[src/design/htu_pkg.sv]
// package for the two-channel hysteresis trigger unit
// assumes 8-bit unsigned samples, 32 codes per vertical division, 100 MHz clk_sys
package htu_pkg;
  // ==========================================================
  // register map (byte addresses, one word each)
  localparam logic [7:0] ADDR_CTRL = 8'h00;   // start, source, hysteresis, time-out
  localparam logic [7:0] ADDR_SLOPE = 8'h04;  // any write toggles slope
  localparam logic [7:0] ADDR_LEVEL1 = 8'h08; // trigger level, first channel
  localparam logic [7:0] ADDR_LEVEL2 = 8'h0c; // trigger level, second channel
  localparam logic [7:0] ADDR_OFFS1 = 8'h10;  // offset, first channel
  localparam logic [7:0] ADDR_OFFS2 = 8'h14;  // offset, second channel
  localparam logic [7:0] ADDR_STATUS = 8'h18; // read-only state
  // ==========================================================
  // ctrl field positions
  localparam int CTRL_START = 0;
  localparam int CTRL_SRC_LO = 1;
  localparam int CTRL_HYS_LO = 4;
  localparam int CTRL_TMO_LO = 8;
  // status field positions
  localparam int ST_BUSY = 0;
  localparam int ST_ARM1 = 1;
  localparam int ST_ARM2 = 2;
  localparam int ST_FIRED1 = 3;
  localparam int ST_FIRED2 = 4;
  localparam int ST_TIMEOUT = 5;
  localparam int ST_SLOPE = 6;
  localparam int ST_REC_LO = 16;
  // ==========================================================
  // reset values and response codes
  localparam logic [7:0] LEVEL_RST = 8'h80;
  localparam logic [7:0] OFFS_RST = 8'h00;
  localparam logic [3:0] HYS_RST = 4'h2;
  localparam logic [3:0] TMO_RST = 4'hb;
  localparam logic [1:0] RESP_OKAY = 2'h0;
  localparam logic [1:0] RESP_SLVERR = 2'h2;
  // ==========================================================
  // geometry
  localparam int CODES_PER_DIV = 32;        // sample codes per vertical division
  localparam int EIGHTH_CODES = CODES_PER_DIV / 8;
  localparam int SAMPLES_PER_DIV = 50;      // samples per horizontal division
  localparam int DIVS_PER_PAGE = 10;
  localparam logic [9:0] PAGE_SAMPLES = 10'(SAMPLES_PER_DIV * DIVS_PER_PAGE);
  localparam logic [3:0] TMO_INFINITE = 4'hb; // index of the endless time-out
  // source select codes
  typedef enum logic [2:0] {
    source_first_channel,
    source_second_channel,
    source_both_channels,
    source_either_channel,
    source_outside_input
  } htu_src_e;
  // acquisition states
  typedef enum logic [1:0] {ACQ_IDLE, ACQ_PRE, ACQ_WAIT, ACQ_POST} htu_acq_e;
endpackage

[src/design/htu_chan.sv]
// one channel comparator: arming and firing thresholds with hysteresis
// assumes samples arrive with a one-cycle valid strobe on clk_sys
module htu_chan (
  input wire logic clk_sys,
  input wire logic reset_n,
  input wire logic enable,
  input wire logic sample_valid,
  input wire logic [7:0] sample,
  input wire logic [7:0] level,
  input wire logic [7:0] hyst,
  input wire logic slope_fall,
  output logic armed,
  output logic fire
);
  // ==========================================================
  // state
  typedef struct packed {
    logic armed;
    logic fire;
    logic have_prev;
    logic [7:0] prev;
  } htu_chan_s;
  htu_chan_s cur_ff, nxt_ff;
  logic [8:0] arm_wide; // arming threshold before clamping
  logic [7:0] arm_th;   // arming threshold
  logic arm_x;          // arming crossing this sample
  logic fire_x;         // firing crossing this sample

  // ==========================================================
  // thresholds and crossings
  always_comb begin
    // fire at the level, arm one hysteresis away on the approach side
    if (slope_fall) begin
      arm_wide = {1'b0, level} + {1'b0, hyst}; // above the level
      arm_th = arm_wide[8] ? 8'hff : arm_wide[7:0];
      arm_x = cur_ff.prev > arm_th && sample <= arm_th;
      fire_x = cur_ff.prev > level && sample <= level;
    end else begin
      arm_wide = {1'b0, level} - {1'b0, hyst}; // below the level
      arm_th = arm_wide[8] ? 8'h00 : arm_wide[7:0];
      arm_x = cur_ff.prev < arm_th && sample >= arm_th;
      fire_x = cur_ff.prev < level && sample >= level;
    end
    nxt_ff = cur_ff;
    nxt_ff.fire = 1'b0;
    if (!enable) begin
      // cleared outside the waiting phase
      nxt_ff.armed = 1'b0;
      nxt_ff.have_prev = 1'b0;
    end else if (sample_valid) begin
      nxt_ff.prev = sample;
      nxt_ff.have_prev = 1'b1;
      if (cur_ff.have_prev) begin
        if ((cur_ff.armed || arm_x) && fire_x) begin
          nxt_ff.fire = 1'b1; // one pulse, then disarm
          nxt_ff.armed = 1'b0;
        end else if (arm_x) begin
          nxt_ff.armed = 1'b1;
        end
      end
    end
  end

  // ==========================================================
  // register the state, synchronous reset to disarmed
  always_ff @(posedge clk_sys) begin
    if (!reset_n) begin
      cur_ff <= '0;
    end else begin
      cur_ff <= nxt_ff;
    end
  end

  assign armed = cur_ff.armed;
  assign fire = cur_ff.fire;
endmodule

[src/design/htu_top.sv]
// trigger unit top: AXI4-Lite registers, source select, time-out, record pages
// assumes record memory outside takes wr_en/wr_addr/wr_data1/wr_data2 each cycle
// ==========================================================
module htu_top (
  input wire logic clk_sys,
  input wire logic reset_n,
  input wire logic [7:0] s_axi_awaddr,
  input wire logic s_axi_awvalid,
  output logic s_axi_awready,
  input wire logic [31:0] s_axi_wdata,
  input wire logic [3:0] s_axi_wstrb,
  input wire logic s_axi_wvalid,
  output logic s_axi_wready,
  output logic [1:0] s_axi_bresp,
  output logic s_axi_bvalid,
  input wire logic s_axi_bready,
  input wire logic [7:0] s_axi_araddr,
  input wire logic s_axi_arvalid,
  output logic s_axi_arready,
  output logic [31:0] s_axi_rdata,
  output logic [1:0] s_axi_rresp,
  output logic s_axi_rvalid,
  input wire logic s_axi_rready,
  input wire logic sample_valid,
  input wire logic [7:0] sample_first,
  input wire logic [7:0] sample_second,
  input wire logic ext_trigger,
  output logic trig_pulse,
  output logic record_done,
  output logic wr_en,
  output logic [9:0] wr_addr,
  output logic [7:0] wr_data1,
  output logic [7:0] wr_data2
);
  // ==========================================================
  // state
  typedef struct packed {
    logic aw_got;
    logic [7:0] aw_addr;
    logic w_got;
    logic [31:0] w_data;
    logic [3:0] w_strb;
    logic bvalid;
    logic [1:0] bresp;
    logic rvalid;
    logic [1:0] rresp;
    logic [31:0] rdata;
    logic [2:0] src;
    logic [3:0] hys_idx;
    logic [3:0] tmo_idx;
    logic slope;
    logic [7:0] level1;
    logic [7:0] level2;
    logic [7:0] offs1;
    logic [7:0] offs2;
    htu_pkg::htu_acq_e acq;
    logic [9:0] page_cnt;
    logic [18:0] tmo_cnt;
    logic fired1;
    logic fired2;
    logic timed_out;
    logic ext_prev;
    logic trig;
    logic done;
    logic wr_en;
    logic [9:0] wr_addr;
    logic [7:0] wr_d1;
    logic [7:0] wr_d2;
    logic [15:0] records;
  } htu_top_s;
  htu_top_s cur_ff, nxt_ff;

  logic [1:0] ch_armed;   // per-channel armed
  logic [1:0] ch_fire;    // per-channel fire pulse
  logic [7:0] hyst_codes; // selected hysteresis in sample codes
  logic [18:0] tmo_limit; // selected time-out in samples
  logic [31:0] wmask;     // written word merged lanes
  logic [31:0] st_word;   // status read value
  logic src_hit;          // selected source satisfied
  logic ext_edge;         // outside input edge in slope direction
  logic do_write;         // write address and data both present
  logic [7:0] w_byte;     // low byte of merged write
  logic start_now;        // a start bit lands this cycle; a restart beats the running sequence

  // ==========================================================
  // lookups
  // hysteresis in eighths of a division
  function automatic logic [7:0] hys_codes(input logic [3:0] idx);
    logic [4:0] eighths;
    case (idx)
      4'h0: eighths = 5'h00;
      4'h1: eighths = 5'h01;
      4'h2: eighths = 5'h02;
      4'h3: eighths = 5'h04;
      4'h4: eighths = 5'h06;
      4'h5: eighths = 5'h08;
      4'h6: eighths = 5'h0a;
      4'h7: eighths = 5'h0c;
      4'h8: eighths = 5'h0e;
      4'h9: eighths = 5'h10;
      4'ha: eighths = 5'h12;
      4'hb: eighths = 5'h14;
      default: eighths = 5'h14;
    endcase
    hys_codes = 8'(eighths * htu_pkg::EIGHTH_CODES);
  endfunction

  // time-out in samples, divisions times samples per division
  function automatic logic [18:0] tmo_samples(input logic [3:0] idx);
    logic [13:0] divs;
    case (idx)
      4'h0: divs = 14'h0000;
      4'h1: divs = 14'h000a;
      4'h2: divs = 14'h0014;
      4'h3: divs = 14'h0032;
      4'h4: divs = 14'h0064;
      4'h5: divs = 14'h00c8;
      4'h6: divs = 14'h01f4;
      4'h7: divs = 14'h03e8;
      4'h8: divs = 14'h07d0;
      4'h9: divs = 14'h1388;
      4'ha: divs = 14'h2710;
      default: divs = 14'h0000;
    endcase
    tmo_samples = 19'(divs * htu_pkg::SAMPLES_PER_DIV);
  endfunction

  // byte-lane merge of a write into an old register value
  function automatic logic [31:0] lane_merge(input logic [31:0] old_v, input logic [31:0] new_v,
                                             input logic [3:0] strb);
    logic [31:0] res;
    res = old_v;
    for (int i = 0; i < 4; i++) begin
      if (strb[i]) begin
        res[i*8 +: 8] = new_v[i*8 +: 8];
      end
    end
    lane_merge = res;
  endfunction

  // ==========================================================
  // two channel comparators, enabled only while waiting for a trigger
  logic [7:0] ch_sample [2];
  logic [7:0] ch_level [2];
  assign ch_sample[0] = sample_first;
  assign ch_sample[1] = sample_second;
  assign ch_level[0] = cur_ff.level1;
  assign ch_level[1] = cur_ff.level2;
  genvar g;
  generate
    for (g = 0; g < 2; g++) begin : g_chan
      htu_chan u_chan (
        .clk_sys(clk_sys),
        .reset_n(reset_n),
        .enable(cur_ff.acq == htu_pkg::ACQ_WAIT),
        .sample_valid(sample_valid),
        .sample(ch_sample[g]),
        .level(ch_level[g]),
        .hyst(hyst_codes),
        .slope_fall(cur_ff.slope),
        .armed(ch_armed[g]),
        .fire(ch_fire[g])
      );
    end
  endgenerate

  // ==========================================================
  // next-state logic
  always_comb begin
    hyst_codes = hys_codes(cur_ff.hys_idx);
    tmo_limit = tmo_samples(cur_ff.tmo_idx);
    do_write = cur_ff.aw_got && cur_ff.w_got && !cur_ff.bvalid;
    wmask = lane_merge(32'h0000_0000, cur_ff.w_data, cur_ff.w_strb);
    w_byte = wmask[7:0];
    start_now = do_write && ({cur_ff.aw_addr[7:2], 2'b00} == htu_pkg::ADDR_CTRL) &&
                wmask[htu_pkg::CTRL_START];
    // outside input edge, rising or falling per slope
    ext_edge = cur_ff.slope ? (cur_ff.ext_prev && !ext_trigger)
                            : (!cur_ff.ext_prev && ext_trigger);
    st_word = '0;
    st_word[htu_pkg::ST_BUSY] = cur_ff.acq != htu_pkg::ACQ_IDLE;
    st_word[htu_pkg::ST_ARM1] = ch_armed[0];
    st_word[htu_pkg::ST_ARM2] = ch_armed[1];
    st_word[htu_pkg::ST_FIRED1] = cur_ff.fired1;
    st_word[htu_pkg::ST_FIRED2] = cur_ff.fired2;
    st_word[htu_pkg::ST_TIMEOUT] = cur_ff.timed_out;
    st_word[htu_pkg::ST_SLOPE] = cur_ff.slope; // current slope readable
    st_word[htu_pkg::ST_REC_LO +: 16] = cur_ff.records;
    // source selection
    case (htu_pkg::htu_src_e'(cur_ff.src))
      htu_pkg::source_first_channel: src_hit = ch_fire[0];
      htu_pkg::source_second_channel: src_hit = ch_fire[1];
      htu_pkg::source_both_channels: src_hit = (cur_ff.fired1 || ch_fire[0]) &&
                                               (cur_ff.fired2 || ch_fire[1]);
      htu_pkg::source_either_channel: src_hit = ch_fire[0] || ch_fire[1];
      htu_pkg::source_outside_input: src_hit = ext_edge;
      default: src_hit = 1'b0;
    endcase

    nxt_ff = cur_ff;
    nxt_ff.trig = 1'b0;
    nxt_ff.done = 1'b0;
    nxt_ff.wr_en = 1'b0;
    nxt_ff.ext_prev = ext_trigger;

    // write channels: take address and data in either order
    if (!cur_ff.aw_got && s_axi_awvalid) begin
      nxt_ff.aw_got = 1'b1;
      nxt_ff.aw_addr = s_axi_awaddr;
    end
    if (!cur_ff.w_got && s_axi_wvalid) begin
      nxt_ff.w_got = 1'b1;
      nxt_ff.w_data = s_axi_wdata;
      nxt_ff.w_strb = s_axi_wstrb;
    end
    if (cur_ff.bvalid && s_axi_bready) begin
      nxt_ff.bvalid = 1'b0;
    end
    if (do_write) begin
      nxt_ff.aw_got = 1'b0;
      nxt_ff.w_got = 1'b0;
      nxt_ff.bvalid = 1'b1;
      nxt_ff.bresp = htu_pkg::RESP_OKAY;
      case ({cur_ff.aw_addr[7:2], 2'b00})
        htu_pkg::ADDR_CTRL: begin
          if (cur_ff.w_strb[0]) begin
            nxt_ff.src = wmask[htu_pkg::CTRL_SRC_LO +: 3];
            nxt_ff.hys_idx = wmask[htu_pkg::CTRL_HYS_LO +: 4];
          end
          if (cur_ff.w_strb[1]) begin
            nxt_ff.tmo_idx = wmask[htu_pkg::CTRL_TMO_LO +: 4];
          end
          if (wmask[htu_pkg::CTRL_START]) begin
            // new acquisition: pre page first, latches cleared
            nxt_ff.acq = htu_pkg::ACQ_PRE;
            nxt_ff.page_cnt = '0;
            nxt_ff.tmo_cnt = '0;
            nxt_ff.fired1 = 1'b0;
            nxt_ff.fired2 = 1'b0;
            nxt_ff.timed_out = 1'b0;
          end
        end
        htu_pkg::ADDR_SLOPE: nxt_ff.slope = !cur_ff.slope;
        htu_pkg::ADDR_LEVEL1: if (cur_ff.w_strb[0]) nxt_ff.level1 = w_byte;
        htu_pkg::ADDR_LEVEL2: if (cur_ff.w_strb[0]) nxt_ff.level2 = w_byte;
        htu_pkg::ADDR_OFFS1: begin
          if (cur_ff.w_strb[0]) begin
            nxt_ff.offs1 = w_byte;
            nxt_ff.level1 = cur_ff.level1 + w_byte - cur_ff.offs1;
          end
        end
        htu_pkg::ADDR_OFFS2: begin
          if (cur_ff.w_strb[0]) begin
            nxt_ff.offs2 = w_byte;
            nxt_ff.level2 = cur_ff.level2 + w_byte - cur_ff.offs2;
          end
        end
        htu_pkg::ADDR_STATUS: nxt_ff.bresp = htu_pkg::RESP_OKAY;
        default: nxt_ff.bresp = htu_pkg::RESP_SLVERR;
      endcase
    end

    // read channel: answer one cycle after the address is taken
    if (cur_ff.rvalid && s_axi_rready) begin
      nxt_ff.rvalid = 1'b0;
    end
    if (!cur_ff.rvalid && s_axi_arvalid) begin
      nxt_ff.rvalid = 1'b1;
      nxt_ff.rresp = htu_pkg::RESP_OKAY;
      case ({s_axi_araddr[7:2], 2'b00})
        htu_pkg::ADDR_CTRL: nxt_ff.rdata = 32'({cur_ff.tmo_idx, cur_ff.hys_idx,
                                               cur_ff.src, 1'b0});
        htu_pkg::ADDR_SLOPE: nxt_ff.rdata = 32'(cur_ff.slope);
        htu_pkg::ADDR_LEVEL1: nxt_ff.rdata = 32'(cur_ff.level1);
        htu_pkg::ADDR_LEVEL2: nxt_ff.rdata = 32'(cur_ff.level2);
        htu_pkg::ADDR_OFFS1: nxt_ff.rdata = 32'(cur_ff.offs1);
        htu_pkg::ADDR_OFFS2: nxt_ff.rdata = 32'(cur_ff.offs2);
        htu_pkg::ADDR_STATUS: nxt_ff.rdata = st_word;
        default: begin
          nxt_ff.rdata = '0;
          nxt_ff.rresp = htu_pkg::RESP_SLVERR;
        end
      endcase
    end

    // acquisition sequence, one record address per sample
    if (sample_valid && cur_ff.acq != htu_pkg::ACQ_IDLE) begin
      nxt_ff.wr_d1 = sample_first;
      nxt_ff.wr_d2 = sample_second;
    end
    // a start decoded above restarts at once, so the old sequence is skipped
    case (start_now ? htu_pkg::ACQ_IDLE : cur_ff.acq)
      htu_pkg::ACQ_IDLE: nxt_ff.wr_en = 1'b0; // nothing recorded, start values kept
      htu_pkg::ACQ_PRE: begin
        if (sample_valid) begin
          // fill the pre page once before trigger may be seen
          nxt_ff.wr_en = 1'b1;
          nxt_ff.wr_addr = cur_ff.page_cnt;
          nxt_ff.page_cnt = cur_ff.page_cnt + 10'h001;
          if (cur_ff.page_cnt == htu_pkg::PAGE_SAMPLES - 10'h001) begin
            nxt_ff.page_cnt = '0;
            nxt_ff.acq = htu_pkg::ACQ_WAIT;
          end
        end
      end
      htu_pkg::ACQ_WAIT: begin
        if (ch_fire[0]) nxt_ff.fired1 = 1'b1; // held until the next start
        if (ch_fire[1]) nxt_ff.fired2 = 1'b1;
        if (sample_valid) begin
          // pre page kept as a ring until the trigger
          nxt_ff.wr_en = 1'b1;
          nxt_ff.wr_addr = cur_ff.page_cnt;
          nxt_ff.page_cnt = (cur_ff.page_cnt == htu_pkg::PAGE_SAMPLES - 10'h001) ? '0
                            : cur_ff.page_cnt + 10'h001;
          nxt_ff.tmo_cnt = cur_ff.tmo_cnt + 19'h00001;
        end
        if (src_hit) begin
          nxt_ff.trig = 1'b1;
          nxt_ff.acq = htu_pkg::ACQ_POST;
          nxt_ff.page_cnt = '0;
        end else if (cur_ff.tmo_idx != htu_pkg::TMO_INFINITE &&
                     cur_ff.tmo_cnt >= tmo_limit) begin
          nxt_ff.timed_out = 1'b1; // end the wait without trigger
          nxt_ff.acq = htu_pkg::ACQ_POST;
          nxt_ff.page_cnt = '0;
        end
      end
      htu_pkg::ACQ_POST: begin
        if (sample_valid) begin
          nxt_ff.wr_en = 1'b1;
          nxt_ff.wr_addr = htu_pkg::PAGE_SAMPLES + cur_ff.page_cnt;
          nxt_ff.page_cnt = cur_ff.page_cnt + 10'h001;
          if (cur_ff.page_cnt == htu_pkg::PAGE_SAMPLES - 10'h001) begin
            // only here is a record delivered
            nxt_ff.done = 1'b1;
            nxt_ff.records = cur_ff.records + 16'h0001;
            nxt_ff.acq = htu_pkg::ACQ_IDLE;
          end
        end
      end
      default: nxt_ff.acq = htu_pkg::ACQ_IDLE;
    endcase
  end

  // ==========================================================
  // register the whole state, synchronous active-low reset
  always_ff @(posedge clk_sys) begin
    if (!reset_n) begin
      cur_ff <= '0; // idle, disarmed
      cur_ff.hys_idx <= htu_pkg::HYS_RST;
      cur_ff.tmo_idx <= htu_pkg::TMO_RST;
      cur_ff.level1 <= htu_pkg::LEVEL_RST;
      cur_ff.level2 <= htu_pkg::LEVEL_RST;
      cur_ff.offs1 <= htu_pkg::OFFS_RST;
      cur_ff.offs2 <= htu_pkg::OFFS_RST;
      cur_ff.acq <= htu_pkg::ACQ_IDLE;
    end else begin
      cur_ff <= nxt_ff;
    end
  end

  // ==========================================================
  // outputs
  assign s_axi_awready = !cur_ff.aw_got;
  assign s_axi_wready = !cur_ff.w_got;
  assign s_axi_bvalid = cur_ff.bvalid;
  assign s_axi_bresp = cur_ff.bresp;
  assign s_axi_arready = !cur_ff.rvalid;
  assign s_axi_rvalid = cur_ff.rvalid;
  assign s_axi_rresp = cur_ff.rresp;
  assign s_axi_rdata = cur_ff.rdata;
  assign trig_pulse = cur_ff.trig;
  assign record_done = cur_ff.done;
  assign wr_en = cur_ff.wr_en;
  assign wr_addr = cur_ff.wr_addr;
  assign wr_data1 = cur_ff.wr_d1;
  assign wr_data2 = cur_ff.wr_d2;
endmodule

[config.mk]
export PLATFORM = sky130hd
export DESIGN_NAME = htu_top
export DESIGN_NICKNAME = d
export VERILOG_FILES = /design/src/design/htu_pkg.sv /design/src/design/htu_chan.sv /design/src/design/htu_top.sv
export SDC_FILE = /design/constraint.sdc
export NUM_CORES = 1
export LEC_CHECK = 0
export BUFFER_PORTS_ARGS = -buffer_cell sky130_fd_sc_hd__buf_2
export CAP_MARGIN = 5
export CORE_MARGIN = 8
export CORE_UTILIZATION = 55
export DETAILED_ROUTE_END_ITERATION = 10
export PLACE_DENSITY_LB_ADDON = 0.25
export SYNTH_ARGS = -nofsm -noshare
export SYNTH_HDL_FRONTEND = slang
export SYNTH_SLANG_ARGS = --single-unit
[constraint.sdc]
create_clock -name clk_sys -period 6.4 [get_ports clk_sys]
set_input_delay 0.64 -clock clk_sys [delete_from_list [all_inputs] [get_ports clk_sys]]
set_output_delay 0.64 -clock clk_sys [all_outputs]
set_load 0.01 [all_outputs]
==> impl_metrics.py <==
metrics = {
    "synth": {
        "yosys.area.top_type": "dfxtp_1",
        "ys_top_cells_by_area": "dfxtp_1 29%, ha_1 16%, nand2_1 5.8%",
        "seq_area_frac_synth_pct": 28.7,
        "synth_area_um2": 15100,
        "yosysWarnings": 0,
        "synth_seq_cells": 216,
        "avgSynthCellArea_um2": 8.20,
        "synth_edf_count": 0,
        "synth_cell_type_count": 73,
        "async_flop_share_pct": 0,
        "yosys.area.top_type_share_pct": 28.7,
        "synthCells": 1838,
        "ys.flop_type": "dfxtp_1",
    },
    "global_routing": {
        "grt_pass1_vias": 12000,
        "grt_max_degree": 76,
        "grt_usage_pct": 22.0,
        "overflow": 0,
        "antenna_found_initial": 0,
        "grt_pass1_wl_um": 61200,
    },
    "layout": {
        "nets": 2156,
        "final_area_um2": 16300,
        "fill_cells": 2388,
        "areaGrowthSynthToFinish_pct": 7.97,
        "layout_common_cells": "235 x nand2_1, 216 x dfxtp_1, 197 x ha_1",
        "finalNonFillerCells": 2216,
        "final_common_cell": "nand2_1",
        "drive_gt1_share_pct": 10.2,
        "register_area_um2": 4320,
        "antenna_cells": 0,
        "multi_input_area_um2": 9540,
    },
    "clock_network": {
        "cts_tree": "yes",
        "htree_levels": 1,
        "hold_buffers": 0,
        "clock-root-buffer": "clkbuf_16",
        "cts_buffer_depth": 3,
        "clk_latency_ns": 0.54,
        "cts_buffers": 25,
        "clkTransAtPathRegs_ns": 0.06,
        "postCtsResizedCells": 0,
        "cts.sinks": 216,
        "postCtsSetupBuffers": 0,
    },
    "die": {
        "row_count": 60,
        "core_area_um2": 27000,
        "io_pins": 147,
        "die_w_um": 182,
        "initial_utilization_pct": 56.0,
        "dieHeight_um": 182,
        "dieArea_um2": 33000,
    },
    "pwr": {
        "ir_drop_mv": 0.162,
        "p_sw_mw": 0.747,
        "p_int_mw": 2.35,
        "clock_power_share_pct": 49.1,
        "leakage_nw": 7.21,
        "total_power_mw": 3.09,
        "p_comb_share_pct": 6.5,
        "power.density_nw_per_um2": 190,
        "switching_share_pct": 24.1,
        "seq_power_share_pct": 44.4,
    },
    "drt": {
        "routedWlPerCell_um": 16.9,
        "postRouteAntennaNets": 0,
        "vias_per_cell": 5.73,
        "dr.pass1.iters": 5,
        "drc": 0,
        "totalWireLength_um": 37500,
        "num_vias": 12700,
        "drt_iter0_markers": 823,
    },
    "timing": {
        "fmax_ghz": 0.188,
        "fin_worst_skew_ns": 0.0212,
        "layout_min_cycle_time_ns": 5.31,
        "relSlewSlack_pct": 22.3,
        "hold_viol": 0,
        "slew_viol_final": 0,
        "finalCritPeriodShare_pct": 82.9,
        "holdWs_ns": 0.297,
        "worst_slew_pin_slew_ns": 1.16,
        "grt_setup_unrepaired": "no",
        "setup_viol": 0,
        "fin_tns_setup_ns": 0,
    },
    "critical_path": {
        "worstSetupEndpointType": "flip-flop",
        "critPathMaxStageDelay_ns": 0.74,
        "critPathKind": "reg -> reg",
        "cp.required_ns": 6.88,
        "crit_arrival_ns": 5.79,
        "start_kind": "flip-flop",
        "cp_slowest_cell": "a221oi_2",
        "worst-path-buf-inv": 1,
        "path_max_fanout": 10,
        "crit_family": "compound AO/OA/AOI/OAI gates",
        "worstPathCellList": "ha_1, ha_1, fa_1, ha_1, nor2b_1, o31a_1, o211ai_1, nand2_1, a41oi_1, a21oi_1, xnor2_1, ha_1, inv_1, o22ai_1, a2111oi_0, a31oi_1, a221oi_2, a32o_1",
        "crit_path_frequent_cell": "ha_1",
    },
    "place": {
        "place_inst": 2171,
        "dp_hpwl_um": 28800,
        "dpl_cell_area_um2": 15400,
        "io_buffer_count": 114,
        "gp_congestion": 0.895,
    },
    "hold_path": {
        "hold_path_class": "in -> reg",
    },
    "job": {
        "drv_cap": 0,
    },
    "run_status": {
        "status": "finished, final reports clean",
    },
}
per-layer routing:
layer  GRT usage, %  part of all wire (%)  vias to the layer above
met5              0                     0                        -
met1           29.5                    47                     5957
li1               -                     -                     6353
met3           3.45                   5.8                       63
met4           6.00                   2.1                        0
met2           36.3                    46                      328
per-stage QoR:
stage | util [%] | setup slack, ns
floorplan | - | 1.93
global placement | 57.2 | 1.20
detailed placement | 57.2 | 1.11
CTS | 60.4 | 1.08
global route | 60.4 | 0.474
finish | 60.4 | 1.09
layout make-up:
cell class                 count  share of cell area [%]
sequential                   216                    26.6
multi-input combinational   1363                    58.6
clock buffer                  30                    4.14
timing repair buffer         123                    3.92
clock inverter                15                    1.23
tap                          341                    2.62
inverter                     128                    2.97
kinds of logic (layout without fill, tap and decap cells):
logic type | after synthesis | count (layout) | share of synthesized area [%]
AOI/OAI and AO/OA | 377 | 377 | 15.8
xor gates and xnor gates | 74 | 74 | 4.30
adders and majority gates | 222 | 222 | 19.7
buffers and inverters | 264 | 296 | 8.25
DFF | 216 | 216 | 28.7
muxes | 55 | 55 | 3.70
other | 1 | 6 | 0.0249
and+or+nand+nor | 629 | 629 | 19.6
registers in the layout, summed over array words and instances, names as in the netlist, named ones only:
register / cells
record_done: 1
wr_addr: 10
wr_en: 1
tmo_limit: 3
g_chan.u_chan.fire: 2
g_chan.u_chan.hyst: 5
trig_pulse: 1
s_axi_rdata: 28
s_axi_bresp: 1
wr_data2: 8
s_axi_rresp: 1
cur_ff: 101
wr_data1: 8
ch_level: 16
g_chan.u_chan.cur_ff: 17
s_axi_rvalid: 1
s_axi_bvalid: 1
g_chan.u_chan.armed: 2
worst paths after layout:
path / from / end / slack (ns) / depth (start not counted)
min: s_axi_rready / s_axi_rvalid / 0.30 / 2
max reg2reg: flip-flop / cur_ff[76] / 1.09 / 18
min reg2reg: s_axi_rdata[25] / s_axi_rdata[25] / 0.45 / 2
max: flip-flop / cur_ff[76] / 1.09 / 18
synth_stat cells (4+ instances only):
cell type,instances
and2_1,18
and3_1,7
a21o_1,27
a21oi_1,143
nor2_1,158
or2_2,6
xnor2_1,40
o21ai_0,57
dfxtp_1,216
a221oi_1,7
a211oi_1,15
clkbuf_1,57
mux2i_1,51
fa_1,25
o22ai_1,12
nor4_1,8
o21a_1,18
buf_4,63
o31ai_1,5
a22oi_1,11
nand3_1,51
nand3b_1,5
xor2_1,34
nand4_1,34
a41oi_1,4
nand2b_1,22
a211o_1,5
nand2_1,235
a32o_1,9
or3_1,8
nor3_1,27
o21bai_1,5
nor2b_1,28
inv_1,128
a31oi_1,14
buf_2,13
o211ai_1,16
ha_1,197
power by group through the flow:
stage,Sequential [mW],Combinational (mW),Clock (mW)
3_5_place_dp,1.40,0.199,0
6_report,1.37,0.201,1.52
4_1_cts,1.37,0.200,1.55
3_3_place_gp,1.40,0.193,0
2_1_floorplan,1.39,0.145,0
5_1_grt,1.38,0.223,1.60
Power figures use the tool's default switching activity.
